--- src/design/mmsc_pkg.sv ---
// shared constants and types for the monitor-mode command block
package mmsc_pkg;
   // command opcodes received on the monitor serial line
   localparam logic [7:0] MMSC_OP_IDX_WR = 8'h19;
   localparam logic [7:0] MMSC_OP_RUN = 8'h28;
   localparam logic [7:0] MMSC_OP_IDX_RD = 8'h1A;
   localparam logic [7:0] MMSC_OP_READ_SP = 8'h0C;
   // security bytes and the flag that records a good entry
   localparam int MMSC_SEC_LEN = 8;
   localparam logic [15:0] MMSC_SEC_BASE = 16'hFFF6;
   localparam logic [7:0] MMSC_SEC_BLANK = 8'hFF;
   localparam logic [15:0] MMSC_SEC_FLAG_ADDR = 16'h0040;
   localparam int MMSC_SEC_FLAG_BIT = 6;
   // returned for a protected flash read
   localparam logic [7:0] MMSC_INVALID_BYTE = 8'hAD;
   // stacked program counter bytes relative to the stack pointer
   localparam logic [15:0] MMSC_SP_READ_OFS = 16'h0001;
   localparam logic [15:0] MMSC_PC_HI_OFS = 16'h0005;
   localparam logic [15:0] MMSC_PC_LO_OFS = 16'h0006;
   // serial framing: clock cycles per bit and index of the last (stop) bit in a frame
   localparam logic [15:0] MMSC_BIT_CYCLES = 16'h0411;
   localparam logic [3:0] MMSC_FRAME_LAST = 4'h9;
   localparam logic [15:0] MMSC_FLASH_LO = 16'h8000;

   typedef enum logic [1:0] {
      MMSC_EX_SOFT_INT, MMSC_EX_PUSH_HI, MMSC_EX_PULL_HI, MMSC_EX_RET_INT
   } mmsc_exec_op_t;

   typedef struct packed {
      logic valid;
      mmsc_exec_op_t op;
   } mmsc_exec_req_t;

   typedef struct packed {
      logic valid;
      logic write;
      logic [15:0] addr;
      logic [7:0] wdata;
   } mmsc_mem_req_t;

   typedef enum logic [4:0] {
      S_ENT_INT, S_ENT_PUSH, S_SEC_RX, S_SEC_RD, S_SEC_CHK, S_SEC_FLAG,
      S_BREAK, S_TXW, S_IDLE, S_DISP, S_RD_REQ, S_RD_ACK, S_WR_RX,
      S_WR_REQ, S_WR_ACK, S_SP_LO, S_RUN_PULL, S_RUN_RET, S_USER
   } mmsc_state_t;
endpackage

--- src/design/mmsc_monitor.sv ---
// monitor-mode security check and command interpreter
`timescale 1ns/1ps
`default_nettype none

// Summary of operation
// - indexed reads and writes step through memory
// - run command executes pull-high then return-interrupt
// - entry executes software interrupt then push-high
// - read stack pointer returns pointer plus one
// - stacked pc high at sp+5, low sp+6
// - bypass only when eight bytes match stored
// - after power-on wait for eight security bytes
// - bypass holds until next power-on reset
// - other resets skip security byte entry, keep bypass
// - mismatch: flash reads return invalid value
// - flash fetch while secured causes illegal reset
// - after power-on, break sent only after eight bytes arrive; other resets send it right after entry
// - good entry sets flag bit in ram
// - bulk erase makes security bytes read blank until next power-on reset; secured reads still return invalid value
module mmsc_monitor #(
   parameter logic [15:0] BIT_CYCLES = mmsc_pkg::MMSC_BIT_CYCLES,
   parameter logic [15:0] FLASH_LO = mmsc_pkg::MMSC_FLASH_LO
) (
   input wire logic ref_clk,
   input wire logic reset,
   input wire logic por_flag,
   input wire logic monitor_serial_pin_i,
   output logic monitor_serial_pin_o,
   output logic monitor_serial_pin_oe,
   output mmsc_pkg::mmsc_mem_req_t mem_req,
   input wire logic mem_ack,
   input wire logic [7:0] mem_rdata,
   output mmsc_pkg::mmsc_exec_req_t exec_req,
   input wire logic exec_done,
   input wire logic [15:0] stack_ptr,
   input wire logic index_load,
   input wire logic [15:0] index_value,
   input wire logic fetch_valid,
   input wire logic [15:0] fetch_addr,
   input wire logic bulk_erase,
   output logic illegal_addr_reset,
   output logic security_bypassed
);
   import mmsc_pkg::*;

   function automatic logic is_flash(input logic [15:0] a);
      is_flash = (a >= FLASH_LO);
   endfunction

   // the eight code locations, which a bulk erase leaves blank
   function automatic logic is_sec(input logic [15:0] a);
      is_sec = (a >= MMSC_SEC_BASE) &&
               (a <= MMSC_SEC_BASE + 16'(MMSC_SEC_LEN - 1));
   endfunction

   logic rx_busy_q, rx_busy_d, rx_valid_q, rx_valid_d;
   logic [15:0] rx_cnt_q, rx_cnt_d;
   logic [3:0] rx_bit_q, rx_bit_d;
   logic [7:0] rx_sh_q, rx_sh_d;
   logic tx_busy_q, tx_busy_d, pin_o_q, pin_o_d, pin_oe_q, pin_oe_d;
   logic [15:0] tx_cnt_q, tx_cnt_d;
   logic [3:0] tx_bit_q, tx_bit_d;
   logic [9:0] tx_sh_q, tx_sh_d;
   mmsc_state_t st_q, st_d, after_q, after_d;
   logic [2:0] cnt_q, cnt_d;
   logic match_q, match_d, tx_go_q, tx_go_d, brk_q, brk_d;
   logic [15:0] index_q, index_d;
   logic [7:0] data_q, data_d, tx_byte_q, tx_byte_d, stored;
   mmsc_mem_req_t mem_q, mem_d;
   mmsc_exec_req_t exec_q, exec_d;
   logic bypass_q, bypass_d, erased_q, erased_d, illegal_q, illegal_d;
   logic por_seen_q, por_seen_d;
   logic [15:0] sp_inc;

   // stacked pc sits at MMSC_PC_HI_OFS/LO_OFS above sp; host edits it
   assign sp_inc = stack_ptr + MMSC_SP_READ_OFS;

   // receiver: mid-bit sampling; ignored while we drive the shared wire
   always_comb begin
      rx_busy_d = rx_busy_q;
      rx_cnt_d = rx_cnt_q;
      rx_bit_d = rx_bit_q;
      rx_sh_d = rx_sh_q;
      rx_valid_d = 1'b0;
      if (!rx_busy_q) begin
         if (!monitor_serial_pin_i && !tx_busy_q && !tx_go_q) begin
            rx_busy_d = 1'b1;
            rx_cnt_d = BIT_CYCLES >> 1;
            rx_bit_d = 4'h0;
         end
      end else if (rx_cnt_q != 16'h0000) begin
         rx_cnt_d = rx_cnt_q - 16'h0001;
      end else if (rx_bit_q == 4'h0) begin
         // glitch on the start bit aborts the frame
         rx_busy_d = !monitor_serial_pin_i;
         rx_bit_d = 4'h1;
         rx_cnt_d = BIT_CYCLES - 16'h0001;
      end else if (rx_bit_q < MMSC_FRAME_LAST) begin
         rx_sh_d = {monitor_serial_pin_i, rx_sh_q[7:1]};
         rx_bit_d = rx_bit_q + 4'h1;
         rx_cnt_d = BIT_CYCLES - 16'h0001;
      end else begin
         rx_busy_d = 1'b0;
         rx_valid_d = monitor_serial_pin_i; // framing error drops byte
      end
   end

   always_ff @(posedge ref_clk) begin
      if (reset) begin
         rx_busy_q <= 1'b0;
         rx_valid_q <= 1'b0;
         rx_cnt_q <= 16'h0000;
         rx_bit_q <= 4'h0;
         rx_sh_q <= 8'h00;
      end else begin
         rx_busy_q <= rx_busy_d;
         rx_valid_q <= rx_valid_d;
         rx_cnt_q <= rx_cnt_d;
         rx_bit_q <= rx_bit_d;
         rx_sh_q <= rx_sh_d;
      end
   end

   // transmitter: ten-bit frame, all zeros for a break
   always_comb begin
      tx_busy_d = tx_busy_q;
      tx_cnt_d = tx_cnt_q;
      tx_bit_d = tx_bit_q;
      tx_sh_d = tx_sh_q;
      pin_o_d = pin_o_q;
      pin_oe_d = pin_oe_q;
      if (!tx_busy_q) begin
         if (tx_go_q) begin
            tx_sh_d = brk_q ? 10'h000 : {1'b1, tx_byte_q, 1'b0};
            tx_busy_d = 1'b1;
            tx_bit_d = 4'h0;
            tx_cnt_d = BIT_CYCLES - 16'h0001;
            pin_o_d = 1'b0;
            pin_oe_d = 1'b1;
         end
      end else if (tx_cnt_q != 16'h0000) begin
         tx_cnt_d = tx_cnt_q - 16'h0001;
      end else if (tx_bit_q == MMSC_FRAME_LAST) begin
         tx_busy_d = 1'b0;
         pin_o_d = 1'b1;
         pin_oe_d = 1'b0; // release: the pull-up idles the line
      end else begin
         tx_sh_d = {1'b1, tx_sh_q[9:1]};
         pin_o_d = tx_sh_q[1];
         tx_bit_d = tx_bit_q + 4'h1;
         tx_cnt_d = BIT_CYCLES - 16'h0001;
      end
   end

   always_ff @(posedge ref_clk) begin
      if (reset) begin
         tx_busy_q <= 1'b0;
         tx_cnt_q <= 16'h0000;
         tx_bit_q <= 4'h0;
         tx_sh_q <= 10'h3FF;
         pin_o_q <= 1'b1;
         pin_oe_q <= 1'b0;
      end else begin
         tx_busy_q <= tx_busy_d;
         tx_cnt_q <= tx_cnt_d;
         tx_bit_q <= tx_bit_d;
         tx_sh_q <= tx_sh_d;
         pin_o_q <= pin_o_d;
         pin_oe_q <= pin_oe_d;
      end
   end

   // main sequencer: entry, security, commands
   always_comb begin
      st_d = st_q;
      after_d = after_q;
      cnt_d = cnt_q;
      match_d = match_q;
      index_d = index_q;
      data_d = data_q;
      tx_go_d = 1'b0;
      tx_byte_d = tx_byte_q;
      brk_d = brk_q;
      mem_d = mem_q;
      exec_d = exec_q;
      stored = erased_q ? MMSC_SEC_BLANK : mem_rdata;
      case (st_q)
         S_ENT_INT: begin
            exec_d = '{valid: !exec_done, op: MMSC_EX_SOFT_INT};
            if (exec_done) st_d = S_ENT_PUSH;
         end
         S_ENT_PUSH: begin
            exec_d = '{valid: !exec_done, op: MMSC_EX_PUSH_HI};
            if (exec_done) begin
               // only a power-on reset asks for the code
               st_d = por_seen_q ? S_SEC_RX : S_BREAK;
               cnt_d = 3'h0;
               match_d = 1'b1;
            end
         end
         S_SEC_RX: if (rx_valid_q) begin
            data_d = rx_sh_q;
            mem_d = '{valid: 1'b1, write: 1'b0, wdata: 8'h00,
                      addr: MMSC_SEC_BASE + {13'h0000, cnt_q}};
            st_d = S_SEC_RD;
         end
         S_SEC_RD: if (mem_ack) begin
            mem_d.valid = 1'b0;
            match_d = match_q && (stored == data_q);
            cnt_d = cnt_q + 3'h1;
            st_d = (cnt_q == 3'(MMSC_SEC_LEN - 1)) ? S_SEC_CHK : S_SEC_RX;
         end
         S_SEC_CHK: begin
            if (match_q) begin
               mem_d = '{valid: 1'b1, write: 1'b1, addr: MMSC_SEC_FLAG_ADDR,
                         wdata: 8'(1 << MMSC_SEC_FLAG_BIT)};
               st_d = S_SEC_FLAG;
            end else begin
               st_d = S_BREAK; // stay in monitor, flash stays locked
            end
         end
         S_SEC_FLAG: if (mem_ack) begin
            mem_d.valid = 1'b0;
            st_d = S_BREAK;
         end
         S_BREAK: begin
            brk_d = 1'b1; // reached after the eighth byte, or straight after entry on a non-power-on reset
            tx_go_d = 1'b1;
            after_d = S_IDLE;
            st_d = S_TXW;
         end
         S_TXW: if (!tx_go_q && !tx_busy_q) begin
            brk_d = 1'b0;
            st_d = after_q;
         end
         S_IDLE: if (rx_valid_q) begin
            data_d = rx_sh_q;
            tx_byte_d = rx_sh_q;
            tx_go_d = 1'b1;
            after_d = S_DISP;
            st_d = S_TXW;
         end
         S_DISP: begin
            cnt_d = 3'h0;
            if (data_q == MMSC_OP_IDX_RD) begin
               st_d = S_RD_REQ;
            end else if (data_q == MMSC_OP_IDX_WR) begin
               st_d = S_WR_RX;
            end else if (data_q == MMSC_OP_READ_SP) begin
               tx_byte_d = sp_inc[15:8];
               tx_go_d = 1'b1;
               after_d = S_SP_LO;
               st_d = S_TXW;
            end else if (data_q == MMSC_OP_RUN) begin
               st_d = S_RUN_PULL;
            end else begin
               st_d = S_IDLE; // unknown opcode: echoed, then dropped
            end
         end
         S_RD_REQ: begin
            mem_d = '{valid: 1'b1, write: 1'b0, addr: index_q, wdata: 8'h00};
            st_d = S_RD_ACK;
         end
         S_RD_ACK: if (mem_ack) begin
            mem_d.valid = 1'b0;
            // a locked flash read hides even the blank code bytes
            if (is_flash(index_q) && !bypass_q) begin
               tx_byte_d = MMSC_INVALID_BYTE;
            end else if (erased_q && is_sec(index_q)) begin
               tx_byte_d = MMSC_SEC_BLANK;
            end else begin
               tx_byte_d = mem_rdata;
            end
            index_d = index_q + 16'h0001; // wraps over 64K
            cnt_d = cnt_q + 3'h1;
            tx_go_d = 1'b1;
            after_d = (cnt_q == 3'h1) ? S_IDLE : S_RD_REQ;
            st_d = S_TXW;
         end
         S_WR_RX: if (rx_valid_q) begin
            data_d = rx_sh_q;
            tx_byte_d = rx_sh_q;
            tx_go_d = 1'b1;
            after_d = S_WR_REQ;
            st_d = S_TXW;
         end
         S_WR_REQ: begin
            mem_d = '{valid: 1'b1, write: 1'b1, addr: index_q, wdata: data_q};
            st_d = S_WR_ACK;
         end
         S_WR_ACK: if (mem_ack) begin
            mem_d.valid = 1'b0;
            index_d = index_q + 16'h0001;
            st_d = S_IDLE;
         end
         S_SP_LO: begin
            tx_byte_d = sp_inc[7:0];
            tx_go_d = 1'b1;
            after_d = S_IDLE;
            st_d = S_TXW;
         end
         S_RUN_PULL: begin
            exec_d = '{valid: !exec_done, op: MMSC_EX_PULL_HI};
            if (exec_done) st_d = S_RUN_RET;
         end
         S_RUN_RET: begin
            exec_d = '{valid: !exec_done, op: MMSC_EX_RET_INT};
            if (exec_done) st_d = S_USER;
         end
         default: st_d = S_USER; // user program runs until next reset
      endcase
      if (index_load) index_d = index_value;
   end

   // sticky bypass and erase state; only a power-on reset clears it (por_seen_q is reloaded by every reset)
   always_comb begin
      por_seen_d = reset ? por_flag : por_seen_q;
      bypass_d = bypass_q || (st_q == S_SEC_CHK && match_q);
      if (reset && por_flag) bypass_d = 1'b0;
      erased_d = (erased_q || bulk_erase) && !(reset && por_flag);
      illegal_d = !reset && fetch_valid && is_flash(fetch_addr) &&
                  !bypass_q;
   end

   always_ff @(posedge ref_clk) begin
      por_seen_q <= por_seen_d;
      bypass_q <= bypass_d;
      erased_q <= erased_d;
      illegal_q <= illegal_d;
      if (reset) begin
         st_q <= S_ENT_INT;
         after_q <= S_IDLE;
         cnt_q <= 3'h0;
         match_q <= 1'b0;
         index_q <= 16'h0000;
         data_q <= 8'h00;
         tx_go_q <= 1'b0;
         tx_byte_q <= 8'h00;
         brk_q <= 1'b0;
         mem_q <= '0;
         exec_q <= '0;
      end else begin
         st_q <= st_d;
         after_q <= after_d;
         cnt_q <= cnt_d;
         match_q <= match_d;
         index_q <= index_d;
         data_q <= data_d;
         tx_go_q <= tx_go_d;
         tx_byte_q <= tx_byte_d;
         brk_q <= brk_d;
         mem_q <= mem_d;
         exec_q <= exec_d;
      end
   end

   assign monitor_serial_pin_o = pin_o_q;
   assign monitor_serial_pin_oe = pin_oe_q;
   assign mem_req = mem_q;
   assign exec_req = exec_q;
   assign illegal_addr_reset = illegal_q;
   assign security_bypassed = bypass_q;

   // helper: security bytes taken since reset
   logic [3:0] sec_n_q;
   always_ff @(posedge ref_clk) begin
      if (reset) sec_n_q <= 4'h0;
      else if (st_q == S_SEC_RX && rx_valid_q) sec_n_q <= sec_n_q + 4'h1;
   end
endmodule

`default_nettype wire

--- config.mk ---
export PLATFORM = sky130hd
export DESIGN_NAME = mmsc_monitor
export DESIGN_NICKNAME = d
export VERILOG_FILES = /design/src/design/mmsc_pkg.sv /design/src/design/mmsc_monitor.sv
export SDC_FILE = /design/constraint.sdc
export NUM_CORES = 1
export LEC_CHECK = 0
export ABC_AREA = 1
export BUFFER_PORTS_ARGS = -buffer_cell sky130_fd_sc_hd__clkbuf_2
export CAP_MARGIN = 20
export CORE_MARGIN = 4
export CORE_UTILIZATION = 50
export CTS_CLUSTER_SIZE = 30
export DETAILED_ROUTE_END_ITERATION = 12
export PLACE_DENSITY_LB_ADDON = 0.05
export SLEW_MARGIN = 25
export SYNTH_ARGS = -nofsm -noshare
export SYNTH_HDL_FRONTEND = slang
export SYNTH_SLANG_ARGS = --single-unit
--- constraint.sdc ---
create_clock -name ref_clk -period 4 [get_ports ref_clk]
set_clock_uncertainty 0.2 [all_clocks]
set_input_delay 0.2 -clock ref_clk [delete_from_list [all_inputs] [get_ports ref_clk]]
set_output_delay 0.2 -clock ref_clk [all_outputs]
set_load 0.03 [all_outputs]
* Word level (Yosys, flattened, before mapping)
Index checks and enable logic that the tools add are counted.
Cells by class: $add $sub $neg 8, multiply operators 0, div/mod/pow operators 0, $lt $le $gt $ge 5, equal/unequal tests 51, shift operators 0, muxes and demuxes 99, bitwise logic cells 3, reduce and logical (&&, ||, !) cells 63
Operators by type and width (number):
- two-way mux 16 bit | 12
- two-way mux 5 bit | 21
- one-hot mux 25 bit (4 select lines) | 1
- one-hot mux 5 bit (16 select lines) | 1
- two-way mux 8 bit | 8
- two-way mux 26 bit | 2
- two-way mux 10 bit | 5
- >= comparator 16 bit, second input constant | 3
- equality test 5 x 4 -> 1 bit, second input constant | 8
- != test 2 bit, second input constant | 19
- two-way mux 4 bit | 9
- adder 16 x 1 -> 16 bit, second input constant | 2
- one-hot mux 8 bit (4 select lines) | 1
- nonzero test 16 bit | 2
- subtractor 16 x 1 -> 16 bit, second input constant | 2
- two-way mux 1 bit | 26
- one-hot mux 5 bit (5 select lines) | 1
- equality test 5 x 3 -> 1 bit, second input constant | 4
- AND reduction 3 bit | 6
- equality test 8 x 5 -> 1 bit, second input constant | 2
- less-or-equal comparator 16 bit, second input constant | 1
- nonzero test 4 bit | 4
- logical AND 1 bit | 13
- two-way mux 3 bit | 4
- 39 further kinds | 72
Storage, ports and cells: flip-flop bits (word level) 144, bits in latches 0, RAM bits 0, bits in read-only memories 0, bits of input ports 65, output and inout bits 33, logic and storage cells 259, memories 0

* Longest topological paths before layout
word-level depth 7, mapped depth 13, mapped depth without buffers 12

* Worst setup path before layout
No wires, ideal clock.
path kind register to register, start reg rx_bit_q[0], end reg rx_sh_q[7], library setup time 0.119 ns, data arrival time 1.427 ns, required time 3.681 ns, slack 2.254 ns, cell stages (with the launch flop) 12, path buffers 1, period minus slack after synthesis 1.746 ns, cells stage by stage dfxtp_1 -> inv_1 -> ha_1 -> nand2_1 -> nor2_1 -> inv_1 -> nand2_1 -> inv_1 -> nand4_1 -> buf_2 -> o21ai_0 -> a21oi_1
On the way: cells in the longest elaborated chain, start to end 3, elaborated cells on any way between the ends 4, those cells by class order compare (1); bitwise (1); reduce/logical (2)
RTL lines:
- from (decl) | line mmsc_monitor.sv:58 | logic [3:0] rx_bit_q, rx_bit_d;
- from (signal assigned) | line mmsc_monitor.sv:119 | rx_bit_q <= rx_bit_d;
- branches (longest 2 deep; another with < comparator 4 bit)
- AND reduction 4 bit (no source line) (*)
- to (signal assigned) | line mmsc_monitor.sv:120 | rx_sh_q <= rx_sh_d;
- to (decl) | line mmsc_monitor.sv:59 | logic [7:0] rx_sh_q, rx_sh_d;
Every way passes the cells marked *. A chain may end at the register's enable or synchronous reset.

* Worst setup path in the final report
Same ends and word-level chain as after synthesis.

==> flow_summary.json <==
{
  "status": "complete, no violations",
  "r2r_setup_slack_ns": 1.57,
  "portBuffers": 82,
  "fin_crit_sh_pct": 60.8,
  "min_path_cells": 6,
  "wl_per_cell_um": 13.5,
  "row_count": 46,
  "synth_top_area_share_pct": 34.7,
  "grt_setup_unrepaired": "false",
  "vias_per_cell": 5.12,
  "synth-seq-cells": 141,
  "p_per_area_mw_per_mm2": 519,
  "num-fill-cells": 1577,
  "grtUsageMet3_pct": 3.76,
  "finalPower_uw": 4880,
  "worstSetupStartpointType": "flop",
  "r2r_end": "rx_sh_q[7]",
  "switching_power_uw": 1770,
  "r2r_start": "rx_bit_q[0]",
  "p_comb_share_pct": 30.3,
  "ant_nets": 0,
  "stdcell_area_mm2": 0.00941,
  "crit_path_max_fanout": 16,
  "fin_crit_ns": 2.43,
  "path_clk_slew_ns": 0.06,
  "grt_first_pass_wirelength_um": 34700,
  "final_hold_viol_count": 0,
  "io_pins": 98,
  "cts_tree": "built",
  "clock.fmax_mhz": 411,
  "die_w_um": 135,
  "cts-resized-gates": 0,
  "synthDistinctLibCells": 47,
  "num_vias": 7890,
  "synth_edf_count": 1,
  "synthArstFlopShare_pct": 0,
  "pwr-share-seq_pct": 36.0,
  "grt_pass1_vias": 7217,
  "internal_power_uw": 3110,
  "cp.arrival_ns": 2.51,
  "layout-drive-gt1-share_pct": 13.3,
  "tightestPinTransition_ns": 0.770,
  "whs_endpoint": "tx_byte_q[4]",
  "grt-ovfl-total": 0,
  "ys.flop_type": "dfxtp_1",
  "p_clk_share_pct": 33.8,
  "ys_top_cells_by_area": "dfxtp_1 35%, nand2_1 12%, nor2_1 8.7%, a21oi_1 6.4%, inv_1 5.8%",
  "cts_sinks": 141,
  "die_h_um": 135,
  "dr.first_iter.drc_count": 567,
  "remaining_drc_errors": 0,
  "globalRouteMet1Util_pct": 33.2,
  "grt.total_usage_pct": 23.3,
  "cellLeakagePower_uw": 0.00431,
  "initial_core_util_pct": 50.9,
  "slew_violations": 0,
  "clkLatencyLatePin_ns": 0.41,
  "use_met2_pct": 36.5,
  "irDropWorstVdd_mv": 0.368,
  "fp.dieArea_mm2": 0.0183,
  "synth_fp_nets": 1306,
  "syn2layout_area_growth_pct": 16.5,
  "grt_antenna_before_repair": 0,
  "clock-root-buffer": "clkbuf_16",
  "cts.path.max_buffers": 2,
  "drt_wl_total_um": 20900,
  "ys_warn_count": 0,
  "cts_buffers": 17,
  "core_mm2": 0.0159,
  "slew_headroom_pct": 48.5,
  "cap_violations": 0,
  "h-tree-depth": 4,
  "gp_congestion": 0.935,
  "grt_max_degree": 58,
  "cts_setup_buffers": 0,
  "nets": 1395,
  "path_class": "reg2reg",
  "reg2reg_depth": 10,
  "syn_area_mm2": 0.00808,
  "ys_seq_area_share_pct": 35.1,
  "placed_area_mm2": 0.00857,
  "required_ns": 4.08,
  "synth_area_leader_cell": "dfxtp_1",
  "hp-class": "in2reg",
  "dp_hpwl_um": 15300,
  "busiest_layer": "met2",
  "avgSynthCellArea_um2": 6.60,
  "synthCells": 1224,
  "setup_viol": 0,
  "hp-start": "stack_ptr[12]",
  "diodes": 0,
  "switching_share_pct": 36.2,
  "crit_path_end_kind": "flop",
  "drt_pass1_iterations": 5,
  "tns_ns": 0
}
[cell type report]
class / count / area [um^2] / area share [%]
clock buffers: 19 / 443 / 4.71
clock inverters: 12 / 170 / 1.81
inverters: 140 / 536 / 5.69
multi-input cells: 907 / 4510 / 47.9
flip-flops and latches: 141 / 2830 / 30.1
well taps: 216 / 270 / 2.87
repair buffers: 106 / 646 / 6.86
[timing repair]
| item | CTS | global route |
|---|---|---|
| endpoints found under the setup margin | 0 | 0 |
| hold buffers | 22 | 0 |
| endpoints found under the hold margin | 22 | 0 |
[synthesized netlist by cell type (6+ instances only)]
cell	instances
clkbuf_1	19
xor2_1	22
o21ai_0	81
a31oi_1	11
inv_1	125
o21ai_1	10
inv_2	9
xnor2_1	6
ha_1	17
nor3_1	26
o211ai_1	12
nor2_4	7
nand4_1	15
nor2_1	187
nor2_2	11
nand3_1	80
dfxtp_1	140
nand2_2	13
nand2_1	266
a21oi_1	103
buf_4	7
buf_2	6
[cell usage in the layout (no fill, tap or decap), types with 6 or more instances in the layout]
cell type | netlist | final
nand2_1 | 266 | 266
nor2_1 | 187 | 187
dfxtp_1 | 140 | 140
inv_1 | 125 | 125
a21oi_1 | 103 | 103
clkbuf_2 | 0 | 82
o21ai_0 | 81 | 81
nand3_1 | 80 | 80
nor3_1 | 26 | 26
xor2_1 | 22 | 22
dlygate4sd3_1 | 0 | 22
ha_1 | 17 | 17
clkbuf_16 | 0 | 17
nand4_1 | 15 | 15
nand2_2 | 13 | 13
o211ai_1 | 12 | 12
nor2_2 | 11 | 11
a31oi_1 | 11 | 11
inv_2 | 9 | 10
o21ai_1 | 10 | 10
nor2_4 | 7 | 7
xnor2_1 | 6 | 6
[metrics by stage]
step           cells  hold slack, ns  worst slack (ns)  utilization (%)
2_1_floorplan   1224          0.0989              2.25                -
3_3_place_gp    1488           0.201              1.63             54.0
3_5_place_dp    1488           0.196              1.59             54.0
4_1_cts         1541          0.0218              1.56             59.2
5_1_grt         1541          0.0682              1.35             59.2
6_report        1541          0.0434              1.57             59.2
[worst max-delay path, cell delays in order (launching register included)]
cell	delay, ns
dfxtp_1	0.36
inv_1	0.10
ha_1	0.21
nand2_1	0.06
nor2_1	0.05
inv_1	0.11
nand2_1	0.08
inv_1	0.06
nand4_1	0.60
o21ai_0	0.41
a21oi_1	0.06
[routing by layer]
metal  vias up  share of wire, %
met5         -                 0
met4         0               1.4
met3        29               4.4
met2       174                45
met1      3532                49
li1       4155                 -
[sequential cells by signal (all words and copies together) (netlist names), 3 cells and up]
register,flops
rx_bit_q,4
tx_sh_q,9
after_q,3
tx_cnt_q,16
data_q,8
rx_cnt_q,16
exec_req,3
rx_sh_q,8
mem_req,26
tx_bit_q,4
cnt_q,3
st_q,5
index_q,16
tx_byte_q,8
[power groups by stage]
| stage | combinational [uW] | clock, uW | sequential [uW] |
|---|---|---|---|
| 2_1_floorplan | 1010 | 0 | 1890 |
| 3_5_place_dp | 1450 | 0 | 1780 |
| 5_1_grt | 1660 | 1730 | 1780 |
| 4_1_cts | 1480 | 1680 | 1760 |
| 3_3_place_gp | 1450 | 0 | 1780 |
| 6_report | 1480 | 1650 | 1760 |
[cell families after synthesis]
| family | share of synthesized area [%] |
|---|---|
| AO/OA/AOI/OAI | 16.2 |
| XOR/XNOR | 3.04 |
| buffers and inverters | 9.09 |
| flip-flops | 35.1 |
| adder cells (fa/ha/maj) | 2.63 |
| AND/OR/NAND/NOR | 34.0 |
[worst max path at each step]
stage	slack, ns	from	endpoint	cells after the start
floorplan	2.25	rx_bit_q[0]	rx_sh_q[7]	11
global placement	1.63	rx_bit_q[0]	rx_sh_q[5]	10
detailed placement	1.59	rx_bit_q[0]	rx_sh_q[1]	10
CTS	1.56	rx_bit_q[0]	rx_sh_q[7]	10
global route	1.35	rx_bit_q[0]	rx_sh_q[6]	10
finish	1.57	rx_bit_q[0]	rx_sh_q[7]	10
No activity file was read; power rests on OpenSTA's default activity.
